$ cat src/rtl/cmmp_pkg.sv
package cmmp_pkg;
  // register byte offsets
  localparam logic [7:0] OFS_CTRL = 8'h00;
  localparam logic [7:0] OFS_INSTR = 8'h04;
  localparam logic [7:0] OFS_REPEAT = 8'h08;
  localparam logic [7:0] OFS_OPA = 8'h0C;
  localparam logic [7:0] OFS_OPB = 8'h10;
  localparam logic [7:0] OFS_SUM = 8'h14;
  localparam logic [7:0] OFS_PROD = 8'h18;
  localparam logic [7:0] OFS_STATUS = 8'h1C;
  localparam logic [7:0] OFS_OVC = 8'h20;
  localparam logic [7:0] OFS_PROT = 8'h24;
  localparam logic [7:0] OFS_PC = 8'h28;
  localparam logic [7:0] OFS_MEM = 8'h40;
  localparam int MEM_WORDS = 16;
  // field positions
  localparam int CTRL_SAT = 0;
  localparam int CTRL_PSHIFT_LO = 4;
  localparam int CTRL_EMU_EN = 8;
  localparam int CTRL_DEBUG_MASK = 9;
  localparam int ST_Z = 0;
  localparam int ST_N = 1;
  localparam int ST_C = 2;
  localparam int ST_V = 3;
  localparam int ST_PW = 4;
  localparam int ST_MASK = 5;
  localparam int ST_HALT = 6;
  localparam int ST_BUSY = 7;
  localparam int ST_TRAP = 8;
  // reset values
  localparam logic [31:0] CTRL_RST = 32'h0000_0000;
  localparam logic [21:0] PC_RST = 22'h00_0000;
  localparam logic RESET_IRQ_MASK = 1'b1;
  // opcodes
  localparam logic [15:0] OP_DUAL_MAC = 16'h564B;
  localparam logic [7:0] OP_MAC_W2 = 8'hC7;
  localparam logic [7:0] OP_MAC_W2_INC = 8'h87;
  localparam logic [7:0] OP_SHIFT_COPY = 8'hA5;
  localparam logic [15:0] OP_PW_EN = 16'h7622;
  localparam logic [15:0] OP_PW_DIS = 16'h761A;
  localparam logic [15:0] OP_IRQ_UNMASK = 16'h2910;
  localparam logic [15:0] OP_BKPT = 16'h7625;
  localparam logic [15:0] OP_IRQ_RET = 16'h7602;
  // operand field values that select register addressing
  localparam logic [3:0] LOC_REG_MODE = 4'hA;
  // extra cycles after the iteration phase
  // busy time is one cycle per iteration, these waits and one closing cycle
  localparam logic [1:0] WAIT_MAC = 2'h1;
  localparam logic [1:0] WAIT_PW = 2'h2;
  localparam logic [1:0] WAIT_UNMASK = 2'h0;
  localparam logic [1:0] WAIT_NONE = 2'h0;
  localparam logic [31:0] SAT_POS = 32'h7FFF_FFFF;
  localparam logic [31:0] SAT_NEG = 32'h8000_0000;

  typedef enum {ST_IDLE, ST_EXEC, ST_HALTED} cmmp_state_t;

  typedef struct packed {
    logic [7:0] address;
    logic read;
    logic write;
    logic [31:0] writedata;
  } cmmp_avs_req_t;

  typedef struct packed {
    logic [31:0] readdata;
    logic waitrequest;
  } cmmp_avs_rsp_t;
endpackage : cmmp_pkg

$ cat src/rtl/cmmp_core.sv
// The Avalon-MM interface to the registers and the address map are this design's own decisions.
`timescale 1ns/1ps
// What this block does
// - dual MAC: high halves into sum register, low halves into product register
// - after dual MAC, zero flag set when sum register is zero
// - after dual MAC, negative flag copies sum register bit 31
// - carry flag follows carry out of the sum accumulation
// - overflow flag set on sum overflow, otherwise left unchanged
// - saturation off: positive overflow increments overflow counter, negative decrements
// - saturation on: sum clamps to extreme values; product never saturates
// - product shift applies to both sum and product accumulations
// - positive shift is logical left, negative is arithmetic right
// - repeated dual MAC runs N+1 times; zero, negative and carry flags and overflow counter reflect final sum
// - repeated dual MAC sets overflow flag on any intermediate overflow
// - shift-copy writes word to next address, flags untouched
// - shift-copy with register addressing raises illegal-instruction trap
// - repeated shift-copy runs N+1 times
// - protected-write enable sets the bit, four cycles
// - protected bit gates writes only, reads always succeed
// - interrupt or trap saves protected bit then clears it
// - interrupt return restores the saved protected bit
// - debug port access overrides the protected bit
// - protected-write disable clears the bit, four cycles
// - irq unmask clears global mask, two cycles
// - breakpoint halts when emulator attached and enabled, ignoring debug mask
// - halting breakpoint leaves program counter on itself
// - otherwise breakpoint acts as no-operation and advances counter
// - non-repeatable op after repeat prefix clears tally, runs once
module cmmp_core (
  // clock and reset
  input wire logic clk_sys,
  input wire logic nrst,
  input wire logic ce,
  // register bus
  input wire cmmp_pkg::cmmp_avs_req_t avs_req,
  output cmmp_pkg::cmmp_avs_rsp_t avs_rsp,
  input wire logic dbg_access,
  // interrupt and emulator
  input wire logic irq_req,
  output logic irq_ack,
  input wire logic emu_attached_pin,
  output logic core_halted
);
  cmmp_pkg::cmmp_state_t state_reg;
  logic [31:0] ctrl_reg, opa_reg, opb_reg, sum_reg, prod_reg, prot_reg, instr_reg, rdata_reg;
  logic [15:0] tally_reg, iter_reg;
  logic [1:0] wait_reg;
  logic [5:0] ovc_reg;
  logic [21:0] pc_reg;
  logic z_reg, n_reg, c_reg, v_reg, pw_reg, pw_saved_reg, mask_reg, trap_reg, ack_reg;
  logic emu_s1_reg, emu_s2_reg;
  logic [15:0] mem_reg [cmmp_pkg::MEM_WORDS];

  // bus decode: one wait cycle, instruction writes stall while busy
  logic bus_req, is_instr_wr, acc_ok, wr_ok;
  assign bus_req = avs_req.read | avs_req.write;
  assign is_instr_wr = avs_req.write && avs_req.address == cmmp_pkg::OFS_INSTR;
  assign acc_ok = ce && bus_req && !ack_reg && !(is_instr_wr && state_reg != cmmp_pkg::ST_IDLE);
  assign wr_ok = acc_ok && avs_req.write;
  assign avs_rsp.waitrequest = bus_req && !ack_reg;
  assign avs_rsp.readdata = rdata_reg;
  assign core_halted = state_reg == cmmp_pkg::ST_HALTED;

  // decode of the latched instruction
  logic is_dual_mac, is_shift_copy, copy_reg_mode, rep_op;
  logic [3:0] loc_idx;
  assign is_dual_mac = instr_reg[31:16] == cmmp_pkg::OP_DUAL_MAC &&
    (instr_reg[15:8] == cmmp_pkg::OP_MAC_W2 || instr_reg[15:8] == cmmp_pkg::OP_MAC_W2_INC);
  assign is_shift_copy = instr_reg[31:24] == cmmp_pkg::OP_SHIFT_COPY;
  assign copy_reg_mode = instr_reg[23:20] == cmmp_pkg::LOC_REG_MODE;
  assign loc_idx = instr_reg[19:16];
  assign rep_op = is_dual_mac || is_shift_copy;

  // start of an instruction: latched on the cycle after the INSTR write
  logic start_reg;
  logic last_iter, in_iter_reg, finish;
  assign last_iter = in_iter_reg && iter_reg == 16'h0000;
  assign finish = state_reg == cmmp_pkg::ST_EXEC && !in_iter_reg && wait_reg == 2'h0;

  // product shift and dual multiply
  logic signed [3:0] pshift_amt;
  logic signed [31:0] prod_hi, prod_lo, sh_hi, sh_lo;
  assign pshift_amt = ctrl_reg[cmmp_pkg::CTRL_PSHIFT_LO +: 4];
  assign prod_hi = $signed(opa_reg[31:16]) * $signed(opb_reg[31:16]);
  assign prod_lo = $signed(opa_reg[15:0]) * $signed(opb_reg[15:0]);

  function automatic logic [31:0] pshift(input logic [31:0] v, input logic signed [3:0] s);
    logic [3:0] mag;
    mag = s[3] ? 4'(-s) : 4'(s);
    if (s[3]) begin
      pshift = 32'($signed(v) >>> mag);
    end else begin
      pshift = v << mag;
    end
  endfunction : pshift

  assign sh_hi = pshift(prod_hi, pshift_amt);
  assign sh_lo = pshift(prod_lo, pshift_amt);

  logic [32:0] sum_wide;
  logic [31:0] sum_raw, sum_new;
  logic ovf_pos, ovf_neg, ovf;
  assign sum_wide = {1'b0, sum_reg} + {1'b0, sh_hi};
  assign sum_raw = sum_wide[31:0];
  assign ovf_pos = !sum_reg[31] && !sh_hi[31] && sum_raw[31];
  assign ovf_neg = sum_reg[31] && sh_hi[31] && !sum_raw[31];
  assign ovf = ovf_pos || ovf_neg;
  always_comb begin
    sum_new = sum_raw;
    if (ctrl_reg[cmmp_pkg::CTRL_SAT] && ovf_pos) begin
      sum_new = cmmp_pkg::SAT_POS;
    end else if (ctrl_reg[cmmp_pkg::CTRL_SAT] && ovf_neg) begin
      sum_new = cmmp_pkg::SAT_NEG;
    end
  end
  logic mac_step, copy_step, emu_live;
  assign mac_step = in_iter_reg && is_dual_mac;
  assign copy_step = in_iter_reg && is_shift_copy && !copy_reg_mode;
  assign emu_live = emu_s2_reg && ctrl_reg[cmmp_pkg::CTRL_EMU_EN];
  logic take_irq, trap_now, first_step;
  assign first_step = start_reg;
  assign trap_now = start_reg && is_shift_copy && copy_reg_mode;
  assign take_irq = ce && irq_req && !mask_reg && state_reg == cmmp_pkg::ST_IDLE && !start_reg;

  // emulator-attached pin synchroniser
  always_ff @(posedge clk_sys or negedge nrst) begin
    if (!nrst) begin
      emu_s1_reg <= 1'b0;
      emu_s2_reg <= 1'b0;
    end else if (ce) begin
      emu_s1_reg <= emu_attached_pin;
      emu_s2_reg <= emu_s1_reg;
    end
  end

  // bus handshake and read data
  always_ff @(posedge clk_sys or negedge nrst) begin
    if (!nrst) begin
      ack_reg <= 1'b0;
      rdata_reg <= 32'h0000_0000;
    end else if (ce) begin
      ack_reg <= acc_ok;
      if (acc_ok && avs_req.read) begin
        case (avs_req.address)
          cmmp_pkg::OFS_CTRL: rdata_reg <= ctrl_reg;
          cmmp_pkg::OFS_INSTR: rdata_reg <= instr_reg;
          cmmp_pkg::OFS_REPEAT: rdata_reg <= {16'h0000, tally_reg};
          cmmp_pkg::OFS_OPA: rdata_reg <= opa_reg;
          cmmp_pkg::OFS_OPB: rdata_reg <= opb_reg;
          cmmp_pkg::OFS_SUM: rdata_reg <= sum_reg;
          cmmp_pkg::OFS_PROD: rdata_reg <= prod_reg;
          cmmp_pkg::OFS_STATUS: rdata_reg <= {23'h00_0000, trap_reg, state_reg != cmmp_pkg::ST_IDLE,
                                              core_halted, mask_reg, pw_reg, v_reg, c_reg, n_reg, z_reg};
          cmmp_pkg::OFS_OVC: rdata_reg <= {{26{ovc_reg[5]}}, ovc_reg};
          cmmp_pkg::OFS_PROT: rdata_reg <= prot_reg;
          cmmp_pkg::OFS_PC: rdata_reg <= {10'h000, pc_reg};
          default: begin
            if (avs_req.address[7:6] == cmmp_pkg::OFS_MEM[7:6]) begin
              rdata_reg <= {16'h0000, mem_reg[avs_req.address[5:2]]};
            end else begin
              rdata_reg <= 32'h0000_0000;
            end
          end
        endcase
      end
    end
  end

  // software-written configuration and operands
  always_ff @(posedge clk_sys or negedge nrst) begin
    if (!nrst) begin
      ctrl_reg <= cmmp_pkg::CTRL_RST;
      opa_reg <= 32'h0000_0000;
      opb_reg <= 32'h0000_0000;
      instr_reg <= 32'h0000_0000;
      prot_reg <= 32'h0000_0000;
    end else if (wr_ok) begin
      case (avs_req.address)
        cmmp_pkg::OFS_CTRL: ctrl_reg <= avs_req.writedata;
        cmmp_pkg::OFS_OPA: opa_reg <= avs_req.writedata;
        cmmp_pkg::OFS_OPB: opb_reg <= avs_req.writedata;
        cmmp_pkg::OFS_INSTR: instr_reg <= avs_req.writedata;
        cmmp_pkg::OFS_PROT: begin
          if (pw_reg || dbg_access) begin
            prot_reg <= avs_req.writedata;
          end
        end
        default: ;
      endcase
    end
  end

  // word memory, one process per entry
  for (genvar i = 0; i < cmmp_pkg::MEM_WORDS; i++) begin : g_mem
    logic bus_hit;
    assign bus_hit = wr_ok && avs_req.address[7:6] == cmmp_pkg::OFS_MEM[7:6] && avs_req.address[5:2] == 4'(i);
    always_ff @(posedge clk_sys or negedge nrst) begin
      if (!nrst) begin
        mem_reg[i] <= 16'h0000;
      end else if (ce) begin
        if (i > 0 && copy_step && loc_idx == 4'(i - 1)) begin
          mem_reg[i] <= mem_reg[(i + cmmp_pkg::MEM_WORDS - 1) % cmmp_pkg::MEM_WORDS];
        end else if (bus_hit) begin
          mem_reg[i] <= avs_req.writedata[15:0];
        end
      end
    end
  end

  // sequencer: iteration phase, then wait cycles
  always_ff @(posedge clk_sys or negedge nrst) begin
    if (!nrst) begin
      state_reg <= cmmp_pkg::ST_IDLE;
      start_reg <= 1'b0;
      in_iter_reg <= 1'b0;
      iter_reg <= 16'h0000;
      wait_reg <= 2'h0;
      tally_reg <= 16'h0000;
      pc_reg <= cmmp_pkg::PC_RST;
    end else if (ce) begin
      start_reg <= wr_ok && is_instr_wr;
      if (wr_ok && avs_req.address == cmmp_pkg::OFS_REPEAT) begin
        tally_reg <= avs_req.writedata[15:0];
      end
      if (start_reg) begin
        if (trap_now) begin
          tally_reg <= 16'h0000;
        end else begin
          state_reg <= cmmp_pkg::ST_EXEC;
          in_iter_reg <= 1'b1;
          iter_reg <= rep_op ? tally_reg : 16'h0000;
          tally_reg <= 16'h0000;
          if (is_dual_mac) begin
            wait_reg <= cmmp_pkg::WAIT_MAC;
          end else if (instr_reg[15:0] == cmmp_pkg::OP_PW_EN || instr_reg[15:0] == cmmp_pkg::OP_PW_DIS) begin
            wait_reg <= cmmp_pkg::WAIT_PW;
          end else if (instr_reg[15:0] == cmmp_pkg::OP_IRQ_UNMASK) begin
            wait_reg <= cmmp_pkg::WAIT_UNMASK;
          end else begin
            wait_reg <= cmmp_pkg::WAIT_NONE;
          end
        end
      end else if (state_reg == cmmp_pkg::ST_EXEC) begin
        if (in_iter_reg) begin
          if (last_iter) begin
            in_iter_reg <= 1'b0;
          end else begin
            iter_reg <= iter_reg - 16'h0001;
          end
        end else if (wait_reg != 2'h0) begin
          wait_reg <= wait_reg - 2'h1;
        end else if (instr_reg[15:0] == cmmp_pkg::OP_BKPT && emu_live) begin
          state_reg <= cmmp_pkg::ST_HALTED;
        end else begin
          state_reg <= cmmp_pkg::ST_IDLE;
          pc_reg <= pc_reg + 22'h00_0001;
        end
      end
      // a software write of the counter wins over the closing increment
      if (wr_ok && avs_req.address == cmmp_pkg::OFS_PC) begin
        pc_reg <= avs_req.writedata[21:0];
        if (state_reg == cmmp_pkg::ST_HALTED) begin
          state_reg <= cmmp_pkg::ST_IDLE;
        end
      end
    end
  end

  // arithmetic results and flags
  always_ff @(posedge clk_sys or negedge nrst) begin
    if (!nrst) begin
      sum_reg <= 32'h0000_0000;
      prod_reg <= 32'h0000_0000;
      z_reg <= 1'b0;
      n_reg <= 1'b0;
      c_reg <= 1'b0;
      v_reg <= 1'b0;
      ovc_reg <= 6'h00;
    end else if (ce) begin
      if (mac_step) begin
        sum_reg <= sum_new;
        prod_reg <= prod_reg + sh_lo;
        z_reg <= sum_new == 32'h0000_0000;
        n_reg <= sum_new[31];
        c_reg <= sum_wide[32];
        if (last_iter && !ctrl_reg[cmmp_pkg::CTRL_SAT]) begin
          if (ovf_pos) begin
            ovc_reg <= ovc_reg + 6'h01;
          end else if (ovf_neg) begin
            ovc_reg <= ovc_reg - 6'h01;
          end
        end
      end else if (wr_ok) begin
        case (avs_req.address)
          cmmp_pkg::OFS_SUM: sum_reg <= avs_req.writedata;
          cmmp_pkg::OFS_PROD: prod_reg <= avs_req.writedata;
          cmmp_pkg::OFS_OVC: ovc_reg <= avs_req.writedata[5:0];
          default: ;
        endcase
      end
      // sticky: set wins over the software clear
      if (mac_step && ovf) begin
        v_reg <= 1'b1;
      end else if (wr_ok && avs_req.address == cmmp_pkg::OFS_STATUS && avs_req.writedata[cmmp_pkg::ST_V]) begin
        v_reg <= 1'b0;
      end
    end
  end

  // protected-write bit, irq mask, trap and context save
  always_ff @(posedge clk_sys or negedge nrst) begin
    if (!nrst) begin
      pw_reg <= 1'b0;
      pw_saved_reg <= 1'b0;
      mask_reg <= cmmp_pkg::RESET_IRQ_MASK;
      trap_reg <= 1'b0;
      irq_ack <= 1'b0;
    end else if (ce) begin
      irq_ack <= take_irq;
      if (take_irq || trap_now) begin
        pw_saved_reg <= pw_reg;
        pw_reg <= 1'b0;
        mask_reg <= 1'b1;
      end else if (first_step) begin
        case (instr_reg[15:0])
          cmmp_pkg::OP_PW_EN: pw_reg <= !rep_op ? 1'b1 : pw_reg;
          cmmp_pkg::OP_PW_DIS: pw_reg <= !rep_op ? 1'b0 : pw_reg;
          cmmp_pkg::OP_IRQ_UNMASK: mask_reg <= !rep_op ? 1'b0 : mask_reg;
          cmmp_pkg::OP_IRQ_RET: begin
            if (!rep_op) begin
              pw_reg <= pw_saved_reg;
              mask_reg <= 1'b0;
            end
          end
          default: ;
        endcase
      end
      if (trap_now) begin
        trap_reg <= 1'b1;
      end else if (wr_ok && avs_req.address == cmmp_pkg::OFS_STATUS && avs_req.writedata[cmmp_pkg::ST_TRAP]) begin
        trap_reg <= 1'b0;
      end
    end
  end

  // checks
  logic [2:0] age_reg;
  always_ff @(posedge clk_sys or negedge nrst) begin
    if (!nrst) begin
      age_reg <= 3'h0;
    end else if (ce) begin
      age_reg <= start_reg ? 3'h1 : (age_reg != 3'h0 && age_reg != 3'h7 ? age_reg + 3'h1 : age_reg);
    end
  end
  logic pw_en_go, pw_dis_go, unmask_go;
  assign pw_en_go = start_reg && instr_reg[15:0] == cmmp_pkg::OP_PW_EN && !rep_op && !trap_now;
  assign pw_dis_go = start_reg && instr_reg[15:0] == cmmp_pkg::OP_PW_DIS && !rep_op && !trap_now;
  assign unmask_go = start_reg && instr_reg[15:0] == cmmp_pkg::OP_IRQ_UNMASK && !rep_op && !trap_now;

  pw_set_a: assert property (@(posedge clk_sys) disable iff (!nrst || !ce)
    pw_en_go |=> (state_reg != cmmp_pkg::ST_IDLE)[*4] ##1 (state_reg == cmmp_pkg::ST_IDLE && pw_reg))
    else $error("enable op wrong");
  pw_clr_a: assert property (@(posedge clk_sys) disable iff (!nrst)
    pw_dis_go && ce |=> !pw_reg) else $error("disable op did not clear");
  unmask_a: assert property (@(posedge clk_sys) disable iff (!nrst || !ce)
    unmask_go |=> (state_reg != cmmp_pkg::ST_IDLE)[*2] ##1 (state_reg == cmmp_pkg::ST_IDLE && !mask_reg))
    else $error("unmask timing wrong");
  ctx_save_a: assert property (@(posedge clk_sys) disable iff (!nrst)
    (take_irq || trap_now) |=> !pw_reg && pw_saved_reg == $past(pw_reg)) else $error("context save wrong");
  prot_gate_a: assert property (@(posedge clk_sys) disable iff (!nrst)
    wr_ok && avs_req.address == cmmp_pkg::OFS_PROT && !pw_reg && !dbg_access |=> $stable(prot_reg))
    else $error("protected write leaked");
  zero_flag_a: assert property (@(posedge clk_sys) disable iff (!nrst)
    mac_step && ce |=> z_reg == (sum_reg == 32'h0000_0000) && n_reg == sum_reg[31]) else $error("flag mismatch");
  sat_clamp_a: assert property (@(posedge clk_sys) disable iff (!nrst)
    mac_step && ce && ctrl_reg[cmmp_pkg::CTRL_SAT] && ovf_pos |=> sum_reg == cmmp_pkg::SAT_POS)
    else $error("no saturation");
  v_sticky_a: assert property (@(posedge clk_sys) disable iff (!nrst)
    v_reg && !(wr_ok && avs_req.address == cmmp_pkg::OFS_STATUS) |=> v_reg) else $error("overflow flag dropped");
  bkpt_halt_a: assert property (@(posedge clk_sys) disable iff (!nrst)
    core_halted && !wr_ok |=> $stable(pc_reg)) else $error("pc moved while halted");
  tally_clr_a: assert property (@(posedge clk_sys) disable iff (!nrst)
    start_reg && ce && !rep_op |=> tally_reg == 16'h0000 && iter_reg == 16'h0000) else $error("tally kept");

  mac_rep_c: cover property (@(posedge clk_sys) disable iff (!nrst) mac_step && iter_reg == 16'h0002);
  bkpt_c: cover property (@(posedge clk_sys) disable iff (!nrst) $rose(core_halted));
  trap_c: cover property (@(posedge clk_sys) disable iff (!nrst) trap_now);
  age_c: cover property (@(posedge clk_sys) disable iff (!nrst) age_reg == 3'h4 && pw_reg);
endmodule : cmmp_core

$ cat config.mk
export PLATFORM = sky130hd
export DESIGN_NAME = cmmp_core
export DESIGN_NICKNAME = d
export VERILOG_FILES = /design/src/rtl/cmmp_pkg.sv /design/src/rtl/cmmp_core.sv
export SDC_FILE = /design/constraint.sdc
export NUM_CORES = 2
export LEC_CHECK = 0
export ABC_AREA = 1
export BUFFER_PORTS_ARGS = -buffer_cell sky130_fd_sc_hd__buf_4
export CAP_MARGIN = 40
export CORE_MARGIN = 5
export CORE_UTILIZATION = 56
export CTS_CLUSTER_DIAMETER = 80
export DETAILED_ROUTE_END_ITERATION = 10
export GPL_ROUTABILITY_DRIVEN = 0
export PLACE_DENSITY = 0.72
export SLEW_MARGIN = 20
export SYNTH_ARGS = -nofsm -noshare
export SYNTH_HDL_FRONTEND = slang
export SYNTH_SLANG_ARGS = --single-unit
$ cat constraint.sdc
create_clock -name clk_sys -period 10.2 [get_ports clk_sys]
set_input_delay 0.51 -clock clk_sys [delete_from_list [all_inputs] [get_ports clk_sys]]
set_output_delay 0.51 -clock clk_sys [all_outputs]
set_load 0.02 [all_outputs]
==> run metrics <==
status finished, final reports clean; Post-synth EDFFs 0; CTS tree built; syn_area_per_cell 7.06 µm²; post-placement cell area 63600 µm²; setup TNS 0 ns; nets 9388; vias in the first global route 58000; Power Total 5.85 mW; die footprint 117000 µm²; final WL 216000 µm; Finished Cell Area 66200 µm²; final cycle utilization of the critical path 94.7%; CP Class flop to flop; asr flop ratio synth 100%; PortBufs 82; Worst Path Arrival 10.20 ns; count of cell types in the netlist 68; Die Ht 342 µm; Slew @ Worst Pin 1.02 ns; fmax 104 MHz; Post-Syn Area 61700 µm²; Clock Latency Late Sink 0.63 ns; Pwr per Cell Area 88.5 nW/µm²; Int Power 4.18 mW; VDD IR max 135 µV; Logic pwr share 12.1%; Syn Nets 9549; H-tree Lvls 3; ANT nets after route 0; Psw 1.67 mW; WP data required 10.74 ns; CP Max Fanout 10; grt ovf 0; Initial Utilization 56.5%; I/O Pins 83; initial antenna violation count 4; Top FF cell, synth dfrtp_1; vias 60100; Fin Hold WS 0.0769 ns; sequential share of power 44.9%; Layout area overhead 7.21%; core area 109000 µm²; max-slew violations 0; critical path's most frequent cell nand2_1; final core utilization 60.6%; Final setup viols 0; max FFs per register 256; register area share after synthesis 25.1%; Mapped Cells 8738; commonest non-fill, non-tap cell in the layout nand2_1; DRC Markers 0; DRT iter0 DRCs 7970; All-Layer GR Usage 36.2%; TritonCTS Buffers 68; slowest CP cell dfrtp_1; largest net degree at the start of global routing 163; commonest cells after routing, fill and taps aside nand2_1, inv_1, o21ai_0, dfrtp_1, nor2_1; Hold WC Path Type primary input to flop; clock slew at reported path FFs 0.06 ns; Yosys reg bits 620; Clock power frac 43.0%; Startpoint Class flop; endpoints failing hold 0; routed vias/inst 5.95; first-pass GRT wire length 332000 µm; Max Clock Skew 0.0229 ns; clk sink count 620; First-pass DRT Iterations 10; Max Cap Violations 0; Slew HR 32.1%; Syn. warnings 0; Die W 342 µm; root buf cell clkbuf_16; static leakage 34.9 nW; final worst path period need 9.66 ns; Clock Path Buffers 3; Switching Fraction 28.6%; max incr delay on CP 0.60 ns; routed length per instance 21.3 µm; FP Rows 121; Crit. End Element flop; DP Wirelength 162000 µm; share of layout cells above drive strength 1 5.52%
[cell usage after synthesis (all sizes together), types with 31 or more instances]
master  number  area share, %
o22ai       59           0.60
nand2     2264             14
inv       1570            9.6
o21ai      825            6.7
clkbuf     335            2.0
xor2        57           0.81
nand4       72           0.74
buf        133            1.0
ha         236            4.8
dfrtp      619             25
nand3      510            4.2
fa         527             17
a21o        31           0.38
nor2       592            3.7
a21oi      401            3.3
xnor2       32           0.45
a221oi      50           0.71
nor3        46           0.39
a31oi       78           0.79
o211ai      46           0.56
[per-layer routing]
| metal | vias up | track usage [%] | share of wire [%] |
|---|---|---|---|
| met2 | 3573 | 56.1 | 44 |
| met4 | 4 | 21.4 | 7.4 |
| met3 | 764 | 8.17 | 12 |
| met5 | - | 0 | 0.013 |
| met1 | 28500 | 46.8 | 37 |
| li1 | 27300 | - | - |
[worst max-delay path: cells and delay by family, from the launching register on]
family          cells  cell delay [ns]
fa+ha+maj           9             3.95
compound gates      7             1.47
simple gates       22             2.35
xor+xnor            2             0.32
buf+inv             9             0.87
flops               1             0.60
[per-stage QoR]
stage	setup WS (ns)	instances
global route	-0.00137	10100
finish	0.541	10100
detailed placement	0.284	9968
global placement	0.412	9946
CTS	0.260	10100
floorplan	1.44	8738
[final cells by class]
| cell class | instances | area, µm² |
|---|---|---|
| diodes | 3 | 7.51 |
| clock buffers | 95 | 1920 |
| clock inverters | 25 | 299 |
| fillers | 10100 | 43000 |
| inverters | 1576 | 5920 |
| multi-input cells | 6074 | 38500 |
| flip-flops and latches | 620 | 15500 |
| well taps | 1476 | 1850 |
| repair buffers | 237 | 2130 |
[final timing paths]
check	cells after the start	end	from	slack [ns]
max in group asynchronous	5	opb_reg[25]	nrst	7.49
min in group asynchronous	2	mem_reg[15]	nrst	0.56
worst min-delay path	3	emu_s1_reg	emu_attached_pin	0.08
worst min register to register	2	mem_reg[0]	mem_reg[0]	0.48
worst max register to register	49	ovc_reg[5]	opb_reg[28]	0.54
worst max-delay path	49	ovc_reg[5]	opb_reg[28]	0.54
[cells by family (layout without fill, tap and decap cells)]
| family | count (synthesis) | after routing | share of synthesized area, % |
|---|---|---|---|
| simple gates | 3547 | 3547 | 23.5 |
| buf+inv | 2044 | 1933 | 12.6 |
| compound gates | 1656 | 1656 | 15.2 |
| fa+ha+maj | 763 | 763 | 21.9 |
| flops | 620 | 620 | 25.1 |
| xor+xnor | 89 | 89 | 1.26 |
| mux | 19 | 19 | 0.341 |
| other cells | 0 | 3 | 0 |
[repair_timing]
item / 4_1_cts / 5_1_grt
gates resized for setup: 0 / 34
setup buffers: 0 / 2
hold buffers: 1 / 0
hold endpoints to repair: 17 / 0
setup endpoints to repair: 0 / 28
[power groups by stage]
stage          sequential, mW  combinational, mW  clock, mW
2_1_floorplan            2.64              0.395          0
3_3_place_gp             2.66              0.667          0
3_5_place_dp             2.66              0.682          0
4_1_cts                  2.62              0.686       2.52
5_1_grt                  2.63              0.771       2.63
6_report                 2.63              0.711       2.52
No activity file was read; power rests on OpenSTA's default activity.
